[src/design/page_builder_pkg.sv]
// constants and carrier types for the product data page builder
// assumes one device clock; software loads page content through the register port
`default_nettype none
package page_builder_pkg;

  // ==========================================================
  // register port
  localparam int unsigned ADDR_W   = 8;
  localparam int unsigned DATA_W   = 32;
  localparam logic [7:0]  REG_CTRL    = 8'h00;  // start / mode select / status
  localparam logic [7:0]  REG_PAGE    = 8'h04;  // requested page code
  localparam logic [7:0]  REG_ALLOC   = 8'h08;  // allocation length
  localparam logic [7:0]  REG_IFACE   = 8'h0c;  // interface identifier
  localparam logic [7:0]  REG_DEVICE  = 8'h10;  // qualifier, type, savable flag
  localparam logic [7:0]  REG_LENGTHS = 8'h14;  // text and vendor byte counts
  localparam logic [7:0]  REG_CADDR   = 8'h18;  // content pointer
  localparam logic [7:0]  REG_CDATA   = 8'h1c;  // content byte, pointer advances on write

  // ==========================================================
  // field positions
  localparam int unsigned CTRL_START  = 0;
  localparam int unsigned CTRL_MODE   = 1;
  localparam int unsigned STAT_BUSY   = 0;
  localparam int unsigned STAT_DONE   = 1;
  localparam int unsigned STAT_REJECT = 2;
  localparam int unsigned DEV_PS_BIT  = 8;
  localparam int unsigned LEN_VEND_LSB = 8;

  // ==========================================================
  // page codes and layout
  localparam logic [5:0] MODE_PERIPH_CODE = 6'h09;
  localparam logic [7:0] VPD_SUPPORTED    = 8'h00;
  localparam logic [7:0] VPD_ASCII_LO     = 8'h01;
  localparam logic [7:0] VPD_ASCII_HI     = 8'h7f;
  localparam logic [7:0] VPD_SERIAL       = 8'h80;
  localparam logic [7:0] VPD_OPDEF        = 8'h81;
  localparam logic [7:0] VPD_ASCII_OPDEF  = 8'h82;
  localparam logic [7:0] MODE_HDR_BYTES   = 8'h08;  // vendor data starts here
  localparam logic [7:0] VPD_HDR_BYTES    = 8'h04;
  localparam logic [7:0] ASCII_HDR_BYTES  = 8'h05;  // text starts here
  localparam logic [7:0] SUPPORTED_COUNT  = 8'h03;
  localparam logic [7:0] MODE_LEN_ADJ     = 8'h02;  // length = last index - 1
  localparam logic [7:0] VPD_LEN_ADJ      = 8'h04;  // length = last index - 3
  localparam logic [7:0] BYTE_0 = 8'h00;
  localparam logic [7:0] BYTE_1 = 8'h01;
  localparam logic [7:0] BYTE_2 = 8'h02;
  localparam logic [7:0] BYTE_3 = 8'h03;
  localparam logic [7:0] BYTE_4 = 8'h04;
  localparam logic [7:0] BYTE_5 = 8'h05;
  localparam logic [7:0] BYTE_6 = 8'h06;
  localparam logic [7:0] CHAR_LO  = 8'h20;
  localparam logic [7:0] CHAR_HI  = 8'h7e;
  localparam logic [7:0] CHAR_NUL = 8'h00;
  localparam logic [7:0] CHAR_SP  = 8'h20;
  localparam logic [15:0] IFACE_SCSI = 16'h0000;

  // ==========================================================
  // storage sizes
  localparam int unsigned BYTE_W        = 8;
  localparam int unsigned CONTENT_DEPTH = 64;
  localparam int unsigned CONTENT_AW    = 6;
  localparam int unsigned FIFO_DEPTH    = 8;

  // ==========================================================
  // types
  typedef enum logic [1:0] {KIND_MODE, KIND_SUPPORTED, KIND_ASCII} page_kind_t;
  typedef enum logic {PH_IDLE, PH_RUN} phase_t;

  typedef struct packed {
    logic                  params_savable_flag;  // mode page byte 0 bit 7
    logic [2:0]            qual;                 // peripheral qualifier
    logic [4:0]            dtype;                // peripheral device type
    logic [15:0]           iface;                // interface identifier
    logic [CONTENT_AW-1:0] text_len;             // description / ascii bytes
    logic [CONTENT_AW-1:0] vend_len;             // vendor bytes after text
  } dev_cfg_t;

endpackage : page_builder_pkg
`default_nettype wire

[src/design/product_data_page_builder.sv]
// page builder top and its output fifo
// assumes the data-in consumer runs on clk_i and applies back-pressure with ready
//
// Decided for this implementation: the address-and-strobe port and the placing of the registers.
`timescale 1ns/1ps
`default_nettype none

// ============================================================
// shift fifo: head word always sits in a flip-flop
module byte_fifo #(
  parameter int unsigned WIDTH = 8,
  parameter int unsigned DEPTH = 8
) (
  input  wire logic             clk_i,
  input  wire logic             reset_n_i,
  input  wire logic             in_valid_i,
  output logic                  in_ready_o,
  input  wire logic [WIDTH-1:0] in_data_i,
  output logic                  out_valid_o,
  input  wire logic             out_ready_i,
  output logic [WIDTH-1:0]      out_data_o
);
  localparam int unsigned CW = $clog2(DEPTH + 1);
  localparam logic [CW-1:0] FULL = CW'(DEPTH);

  typedef struct packed {
    logic [DEPTH-1:0][WIDTH-1:0] mem;    // mem[0] is the head
    logic [CW-1:0]               count;  // words held
    logic                        valid;  // head present
  } fifo_st_t;

  fifo_st_t r;
  fifo_st_t next_r;

  assign in_ready_o  = (r.count != FULL);  // honest full
  assign out_valid_o = r.valid;
  assign out_data_o  = r.mem[0];

  // pop shifts down, push lands behind the last word
  always_comb begin
    logic          pop;
    logic          push;
    logic [CW-1:0] tmp;
    pop    = r.valid && out_ready_i;
    push   = in_valid_i && in_ready_o;
    tmp    = r.count - CW'(pop);  // words left after the pop
    next_r = r;
    if (pop) begin
      for (int i = 0; i < DEPTH - 1; i++) begin
        next_r.mem[i] = r.mem[i+1];
      end
    end
    if (push) begin
      next_r.mem[tmp] = in_data_i;
    end
    next_r.count = tmp + CW'(push);
    next_r.valid = (next_r.count != '0);
  end

  // state register
  always_ff @(posedge clk_i or negedge reset_n_i) begin
    if (!reset_n_i) begin
      r <= '0;
    end else begin
      r <= next_r;
    end
  end
endmodule : byte_fifo

// ============================================================
// page builder
module product_data_page_builder (
  input  wire logic        clk_i,
  input  wire logic        reset_n_i,
  input  wire logic [7:0]  addr_i,
  input  wire logic [31:0] wdata_i,
  input  wire logic        wr_i,
  input  wire logic        rd_i,
  output logic [31:0]      rdata_o,
  output logic             data_valid_o,
  input  wire logic        data_ready_i,
  output logic [7:0]       data_o,
  output logic             busy_o
);
  typedef struct packed {
    page_builder_pkg::phase_t     phase;   // idle or streaming
    page_builder_pkg::page_kind_t kind;    // page being built
    page_builder_pkg::dev_cfg_t   cfg;     // software-set page fields
    logic [7:0]                   page;    // requested page code
    logic [7:0]                   alloc;   // allocation length
    logic [7:0]                   idx;     // next byte index
    logic [7:0]                   limit;   // bytes to send
    logic [7:0]                   total;   // full page size
    logic                         done;    // last run finished
    logic                         reject;  // last start refused
    logic [page_builder_pkg::CONTENT_AW-1:0] caddr;  // content pointer
    logic [page_builder_pkg::CONTENT_DEPTH-1:0][7:0] mem;  // text + vendor bytes
    logic [31:0]                  rdata;   // read answer
    logic                         busy;    // mirrors phase for the port
  } st_t;

  st_t        r;
  st_t        next_r;
  logic       fifo_ready;  // fifo can take a byte
  logic       push;        // byte enters the fifo
  logic [7:0] push_data;   // byte at r.idx

  // full size of a page; header lengths derive from it
  function automatic logic [7:0] page_total(input page_builder_pkg::page_kind_t k,
                                            input page_builder_pkg::dev_cfg_t c);
    unique case (k)
      page_builder_pkg::KIND_MODE:
        page_total = page_builder_pkg::MODE_HDR_BYTES + 8'(c.vend_len);
      page_builder_pkg::KIND_SUPPORTED:
        page_total = page_builder_pkg::VPD_HDR_BYTES + page_builder_pkg::SUPPORTED_COUNT;
      page_builder_pkg::KIND_ASCII:
        page_total = page_builder_pkg::ASCII_HDR_BYTES + 8'(c.text_len) + 8'(c.vend_len);
      default:
        page_total = '0;  // illegal kind code
    endcase
  endfunction : page_total

  // text byte cleaned to printable codes, last one forced to nul
  function automatic logic [7:0] clean_char(input logic [7:0] ch, input logic last);
    if (last) begin
      clean_char = page_builder_pkg::CHAR_NUL;
    end else if (ch == page_builder_pkg::CHAR_NUL) begin
      clean_char = ch;  // inner line terminator
    end else if (ch < page_builder_pkg::CHAR_LO || ch > page_builder_pkg::CHAR_HI) begin
      clean_char = page_builder_pkg::CHAR_SP;
    end else begin
      clean_char = ch;
    end
  endfunction : clean_char

  // ==========================================================
  // byte generator for the current index
  always_comb begin
    logic [7:0] ci;
    logic [7:0] tl;
    push_data = '0;
    ci = '0;
    tl = 8'(r.cfg.text_len);
    unique case (r.kind)
      page_builder_pkg::KIND_MODE: begin
        ci = r.idx - page_builder_pkg::MODE_HDR_BYTES;
        if (r.idx == page_builder_pkg::BYTE_0) begin
          push_data = {r.cfg.params_savable_flag, 1'b0, page_builder_pkg::MODE_PERIPH_CODE};
        end else if (r.idx == page_builder_pkg::BYTE_1) begin
          push_data = r.total - page_builder_pkg::MODE_LEN_ADJ;
        end else if (r.idx == page_builder_pkg::BYTE_2) begin
          push_data = r.cfg.iface[15:8];
        end else if (r.idx == page_builder_pkg::BYTE_3) begin
          push_data = r.cfg.iface[7:0];
        end else if (r.idx >= page_builder_pkg::MODE_HDR_BYTES) begin
          push_data = r.mem[ci[page_builder_pkg::CONTENT_AW-1:0]];
        end
      end
      page_builder_pkg::KIND_SUPPORTED, page_builder_pkg::KIND_ASCII: begin
        ci = r.idx - page_builder_pkg::ASCII_HDR_BYTES;
        if (r.idx == page_builder_pkg::BYTE_0) begin
          push_data = {r.cfg.qual, r.cfg.dtype};
        end else if (r.idx == page_builder_pkg::BYTE_1) begin
          push_data = r.page;
        end else if (r.idx == page_builder_pkg::BYTE_3) begin
          push_data = r.total - page_builder_pkg::VPD_LEN_ADJ;
        end else if (r.kind == page_builder_pkg::KIND_SUPPORTED) begin
          // ascending list of codes served here
          if (r.idx == page_builder_pkg::BYTE_4) begin
            push_data = page_builder_pkg::VPD_SUPPORTED;
          end else if (r.idx == page_builder_pkg::BYTE_5) begin
            push_data = page_builder_pkg::VPD_ASCII_LO;
          end else if (r.idx == page_builder_pkg::BYTE_6) begin
            push_data = page_builder_pkg::VPD_ASCII_OPDEF;
          end
        end else if (r.idx == page_builder_pkg::BYTE_4) begin
          push_data = tl;
        end else if (ci < tl) begin
          push_data = clean_char(r.mem[ci[page_builder_pkg::CONTENT_AW-1:0]], ci == tl - 8'h01);
        end else if (r.idx >= page_builder_pkg::ASCII_HDR_BYTES) begin
          push_data = r.mem[ci[page_builder_pkg::CONTENT_AW-1:0]];
        end
      end
      default: ;  // illegal kind code sends zero
    endcase
  end

  assign push = (r.phase == page_builder_pkg::PH_RUN) && fifo_ready;

  // ==========================================================
  // register port, start decode and streaming sequence
  always_comb begin
    logic       go;
    logic       ok;
    page_builder_pkg::page_kind_t k;
    go     = '0;
    ok     = '0;
    k      = page_builder_pkg::KIND_MODE;
    next_r = r;
    next_r.rdata = '0;  // unmapped reads give zero
    // writes
    if (wr_i) begin
      unique case (addr_i)
        page_builder_pkg::REG_CTRL:    go = wdata_i[page_builder_pkg::CTRL_START];
        page_builder_pkg::REG_PAGE:    next_r.page = wdata_i[7:0];
        page_builder_pkg::REG_ALLOC:   next_r.alloc = wdata_i[7:0];
        page_builder_pkg::REG_IFACE:   next_r.cfg.iface = wdata_i[15:0];
        page_builder_pkg::REG_DEVICE: begin
          next_r.cfg.qual  = wdata_i[7:5];
          next_r.cfg.dtype = wdata_i[4:0];
          next_r.cfg.params_savable_flag = wdata_i[page_builder_pkg::DEV_PS_BIT];
        end
        page_builder_pkg::REG_LENGTHS: begin
          next_r.cfg.text_len = wdata_i[page_builder_pkg::CONTENT_AW-1:0];
          next_r.cfg.vend_len = wdata_i[page_builder_pkg::LEN_VEND_LSB +: page_builder_pkg::CONTENT_AW];
        end
        page_builder_pkg::REG_CADDR:   next_r.caddr = wdata_i[page_builder_pkg::CONTENT_AW-1:0];
        page_builder_pkg::REG_CDATA: begin
          next_r.mem[r.caddr] = wdata_i[7:0];
          next_r.caddr = r.caddr + page_builder_pkg::CONTENT_AW'(1);
        end
        default: ;  // unmapped write ignored
      endcase
    end
    // reads
    if (rd_i) begin
      unique case (addr_i)
        page_builder_pkg::REG_CTRL: begin
          next_r.rdata[page_builder_pkg::STAT_BUSY]   = (r.phase == page_builder_pkg::PH_RUN);
          next_r.rdata[page_builder_pkg::STAT_DONE]   = r.done;
          next_r.rdata[page_builder_pkg::STAT_REJECT] = r.reject;
        end
        page_builder_pkg::REG_PAGE:    next_r.rdata[7:0] = r.page;
        page_builder_pkg::REG_ALLOC:   next_r.rdata[7:0] = r.alloc;
        page_builder_pkg::REG_IFACE:   next_r.rdata[15:0] = r.cfg.iface;
        page_builder_pkg::REG_DEVICE:  next_r.rdata[8:0] = {r.cfg.params_savable_flag, r.cfg.qual, r.cfg.dtype};
        page_builder_pkg::REG_LENGTHS: begin
          next_r.rdata[page_builder_pkg::CONTENT_AW-1:0] = r.cfg.text_len;
          next_r.rdata[page_builder_pkg::LEN_VEND_LSB +: page_builder_pkg::CONTENT_AW] = r.cfg.vend_len;
        end
        page_builder_pkg::REG_CADDR:   next_r.rdata[page_builder_pkg::CONTENT_AW-1:0] = r.caddr;
        page_builder_pkg::REG_CDATA:   next_r.rdata[7:0] = r.mem[r.caddr];
        default: ;  // zero answer
      endcase
    end
    // classify the request; only codes with a builder are accepted
    if (wdata_i[page_builder_pkg::CTRL_MODE]) begin
      ok = 1'b1;
      k  = page_builder_pkg::KIND_MODE;
    end else if (r.page == page_builder_pkg::VPD_SUPPORTED) begin
      ok = 1'b1;
      k  = page_builder_pkg::KIND_SUPPORTED;
    end else if ((r.page >= page_builder_pkg::VPD_ASCII_LO && r.page <= page_builder_pkg::VPD_ASCII_HI)
                 || r.page == page_builder_pkg::VPD_ASCII_OPDEF) begin
      ok = 1'b1;
      k  = page_builder_pkg::KIND_ASCII;
    end
    unique case (r.phase)
      page_builder_pkg::PH_IDLE: begin
        if (go) begin
          next_r.done   = 1'b0;
          next_r.reject = !ok;
          if (ok) begin
            next_r.kind  = k;
            next_r.idx   = '0;
            next_r.total = page_total(k, r.cfg);
            next_r.limit = (r.alloc < page_total(k, r.cfg)) ? r.alloc : page_total(k, r.cfg);
            if (next_r.limit == '0) begin
              next_r.done = 1'b1;
            end else begin
              next_r.phase = page_builder_pkg::PH_RUN;
            end
          end
        end
      end
      page_builder_pkg::PH_RUN: begin
        // one byte per accepted slot, in ascending order
        if (push) begin
          next_r.idx = r.idx + 8'h01;
          if (r.idx + 8'h01 == r.limit) begin
            next_r.phase = page_builder_pkg::PH_IDLE;
            next_r.done  = 1'b1;
          end
        end
      end
    endcase
    next_r.busy = (next_r.phase == page_builder_pkg::PH_RUN);
  end

  // state register
  always_ff @(posedge clk_i or negedge reset_n_i) begin
    if (!reset_n_i) begin
      r <= '0;
      r.cfg.iface <= page_builder_pkg::IFACE_SCSI;
    end else begin
      r <= next_r;
    end
  end

  assign rdata_o = r.rdata;
  assign busy_o  = r.busy;

  // output buffer toward the data-in path
  byte_fifo #(
    .WIDTH (page_builder_pkg::BYTE_W),
    .DEPTH (page_builder_pkg::FIFO_DEPTH)
  ) u_fifo (
    .clk_i       (clk_i),
    .reset_n_i   (reset_n_i),
    .in_valid_i  (push),
    .in_ready_o  (fifo_ready),
    .in_data_i   (push_data),
    .out_valid_o (data_valid_o),
    .out_ready_i (data_ready_i),
    .out_data_o  (data_o)
  );

  // ==========================================================
  // checks
  logic is_mode;
  logic is_ascii;
  assign is_mode  = (r.kind == page_builder_pkg::KIND_MODE);
  assign is_ascii = (r.kind == page_builder_pkg::KIND_ASCII);
endmodule : product_data_page_builder

`default_nettype wire

[config.mk]
export PLATFORM = sky130hd
export DESIGN_NAME = product_data_page_builder
export DESIGN_NICKNAME = d
export VERILOG_FILES = /design/src/design/page_builder_pkg.sv /design/src/design/product_data_page_builder.sv
export SDC_FILE = /design/constraint.sdc
export NUM_CORES = 2
export LEC_CHECK = 0
export BUFFER_PORTS_ARGS = -buffer_cell sky130_fd_sc_hd__clkbuf_2
export CAP_MARGIN = 20
export CORE_MARGIN = 2
export CORE_UTILIZATION = 60
export DETAILED_ROUTE_END_ITERATION = 6
export PLACE_DENSITY_LB_ADDON = 0.2
export SLEW_MARGIN = 10
export SYNTH_ARGS = -nofsm -noshare
export SYNTH_HDL_FRONTEND = slang
export SYNTH_HIERARCHICAL = 1
export SYNTH_SLANG_ARGS = --single-unit
[constraint.sdc]
create_clock -name clk_i -period 11.62 [get_ports clk_i]
set_clock_uncertainty 0.15 [all_clocks]
set_input_delay 0.581 -clock clk_i [delete_from_list [all_inputs] [get_ports clk_i]]
set_output_delay 0.581 -clock clk_i [all_outputs]
set_load 0.05 [all_outputs]
==> results.sh <==
export IMPL_syn_to_final_growth_pct=7.45
export IMPL_post_dp_hpwl_microns=101000
export IMPL_tightest_slew_ns=1.23
export IMPL_antenna_found_initial=11
export IMPL_drv_cap=0
export IMPL_fin_cells=4419
export IMPL_first_pass_iters=7
export IMPL_max_slew_margin_rel_pct=17.8
export IMPL_core_area_sq_um=69700
export IMPL_synth_edf_count=0
export IMPL_wl_met2_microns=67700
export IMPL_irDropWorstVdd_mv=0.167
export IMPL_p_seq_share_pct=37.1
export IMPL_cts_tree="built"
export IMPL_die_x_microns=269
export IMPL_postCtsSetupBuffers=0
export IMPL_synth_ff_type="dfrtp_1"
export IMPL_fin_util_pct=64.9
export IMPL_grt_usage_pct=43.4
export IMPL_nets=3505
export IMPL_grt_remaining_overflow=0
export IMPL_cts_buffer_depth=3
export IMPL_cts_sinks=685
export IMPL_min_from="wdata_i[10]"
export IMPL_drv_slew=0
export IMPL_fillerInstances=5284
export IMPL_required_ns=12.01
export IMPL_syn_cell_area_sq_um=42100
export IMPL_period_needed_ns=6.41
export IMPL_synth_simple_area_share_pct=6.51
export IMPL_cp_start_kind="register"
export IMPL_fin_crit_sh_pct=55.2
export IMPL_r2r_start="r[569]"
export IMPL_outcome="finished clean"
export IMPL_finalHoldViolCount=0
export IMPL_dr_wl_met3_microns=18600
export IMPL_grt_pass1_wl_microns=227000
export IMPL_layout_commonest_cell="dfrtp_1"
export IMPL_clkPwrFrac_pct=37.4
export IMPL_fmax_mhz=156
export IMPL_ys_ff_latch=685
export IMPL_finalWirelength_microns=156000
export IMPL_wl_per_cell_microns=35.4
export IMPL_routed_top_layer="met5"
export IMPL_die_area_sq_um=72200
export IMPL_synth_xor_area_share_pct=0.913
export IMPL_synth_async_reset_ratio_pct=100
export IMPL_clkSlewWorstSetupHoldPaths_ns=0.06
export IMPL_p_int_uw=4470
export IMPL_vias=33900
export IMPL_critPathArrivalTime_ns=6.80
export IMPL_synth_compound_area_share_pct=13.3
export IMPL_power_density_nw_per_um2=149
export IMPL_end_kind="register"
export IMPL_min_path_type="input port to register"
export IMPL_gp_congestion=1.05
export IMPL_final_cell_mix="dfrtp_1, mux2_2, a22oi_1"
export IMPL_io_pins=87
export IMPL_power_share_combinational_pct=25.5
export IMPL_drtAntennaViolNets=0
export IMPL_crit_start="r[569]"
export IMPL_switching_share_pct=33.7
export IMPL_yosys_warnings=6
export IMPL_drc=0
export IMPL_rsz0062_at_grt="no"
export IMPL_drt_iter0_markers=5572
export IMPL_hold_buffers=1
export IMPL_numCtsBuffers=77
export IMPL_num_rows=97
export IMPL_die_y_microns=269
export IMPL_place_inst=4271
export IMPL_synth_seq_area_share_pct=40.8
export IMPL_p_sw_uw=2270
export IMPL_p_leak_uw=0.0196
export IMPL_worstSetupPathType="register to register"
export IMPL_cp_max_fo=43
export IMPL_io_buffers=54
export IMPL_grt_pass1_vias=32800
export IMPL_drive_gt1_share_pct=33.6
export IMPL_h_tree_depth=3
export IMPL_synthMuxAreaShare_pct=32.7
export IMPL_viasPerCell=7.67
export IMPL_finalSetupTns_ns=0
export IMPL_syn_inst=3524
export IMPL_synth_top_family_by_area="multiplexers"
export IMPL_start_util_pct=60.4
export IMPL_clockRootBuffer="clkbuf_16"
export IMPL_clk_latency_ns=0.66
export IMPL_synth_fa_ha_area_share_pct=1.36
export IMPL_grt_max_degree=157
export IMPL_synth_distinct_cells=101
export IMPL_wl_met1_microns=56100
export IMPL_cts_resized=0
export IMPL_final_setup_viol_count=0
export IMPL_synth_avg_cell_area_sq_um=11.9
## power by group through the flow
stage               clock, uW  sequential, uW  combinational, uW
floorplan                   0            2490               1230
global placement            0            2540               1630
detailed placement          0            2540               1660
CTS                      2530            2500               1660
global route             2620            2500               1770
finish                   2510            2500               1720
## cells by family (layout without fill, tap and decap cells)
family          count (synthesis)  in the layout
simple gates                  553            553
buf+inv                       381            317
compound gates                756            756
xor+xnor                       43             43
flops                         685            685
mux                          1060           1060
other cells                     1             20
fa+ha+maj                      45             45
## layout make-up
type	instances	area, sq um	share of cell area, %
Antenna cell	4	10.0	0.0222
Clock buffer	115	2260	5.01
Inverter	52	198	0.437
Timing Repair Buffer	126	891	1.97
Multi-Input combinational cell	2473	23200	51.3
Sequential cell	685	17200	38.0
Tap cell	940	1180	2.60
Clock inverter	24	323	0.714
## per-layer routing
metal | vias to the layer above | GRT usage [%]
met5 | - | 0
met4 | 14 | 31.3
met3 | 721 | 13.6
met2 | 2584 | 64.2
met1 | 17100 | 54.2
li1 | 13500 | -
## through the flow
stage	power (uW)	hold WS [ns]	worst slack (ns)	area (sq um)
2_1_floorplan	3720	0.135	6.72	42100
3_3_place_gp	4170	0.333	5.67	42500
3_5_place_dp	4200	0.342	5.49	42500
4_1_cts	6690	0.0268	5.46	45100
5_1_grt	6890	0.0335	5.20	45200
6_report	6730	0.0362	5.21	45200
## path summary, 6_finish.rpt
kind | depth (start not counted) | slack [ns] | to
max | 15 | 5.21 | u_fifo/r[33]
min | 2 | 0.04 | r[595]
max reg2reg | 15 | 5.21 | u_fifo/r[33]
min reg2reg | 1 | 0.35 | u_fifo/r[65]
max in group asynchronous | 4 | 8.44 | r[319]
min in group asynchronous | 2 | 0.41 | r[557]
## worst max-delay path, cell delays in order, from the launching register on
cell and delay [ns]:
dfrtp_4 0.78, inv_2 0.27, ha_4 0.73, buf_4 0.71, mux4_2 0.40, mux2i_1 0.55
o21ai_0 0.23, o2111a_1 0.21, o22ai_1 0.56, a211oi_2 0.07, a31oi_2 0.31, a21boi_1 0.19
o31ai_1 0.56, buf_4 0.27, nand3_1 0.08, o21ai_0 0.12
## flip-flops by register name, summed over array words and instances (netlist names)
signal              count
u_fifo/r               60
busy_o                  1
rdata_o                16
u_fifo/out_data_o       8
u_fifo/out_valid_o      1
r                     599
## Yosys cell counts (27+ instances only)
cell type,number,area [sq um]
mux4_2,178,4010
buf_4,61,458
clkbuf_1,195,732
o22ai_1,43,269
a21oi_1,66,330
a221oi_1,39,342
xnor2_1,27,236
mux2i_1,194,1940
a22o_1,37,324
o21ai_0,97,485
buf_2,30,150
a22oi_1,220,1650
mux2_2,669,7530
ha_1,44,551
nor2_1,159,597
nand3_1,71,355
nor3_1,35,175
dfrtp_1,685,17100
o221ai_1,82,718
nand4_1,54,338
inv_1,47,176
nand2_1,119,447
No activity file was read; power rests on OpenSTA's default activity.
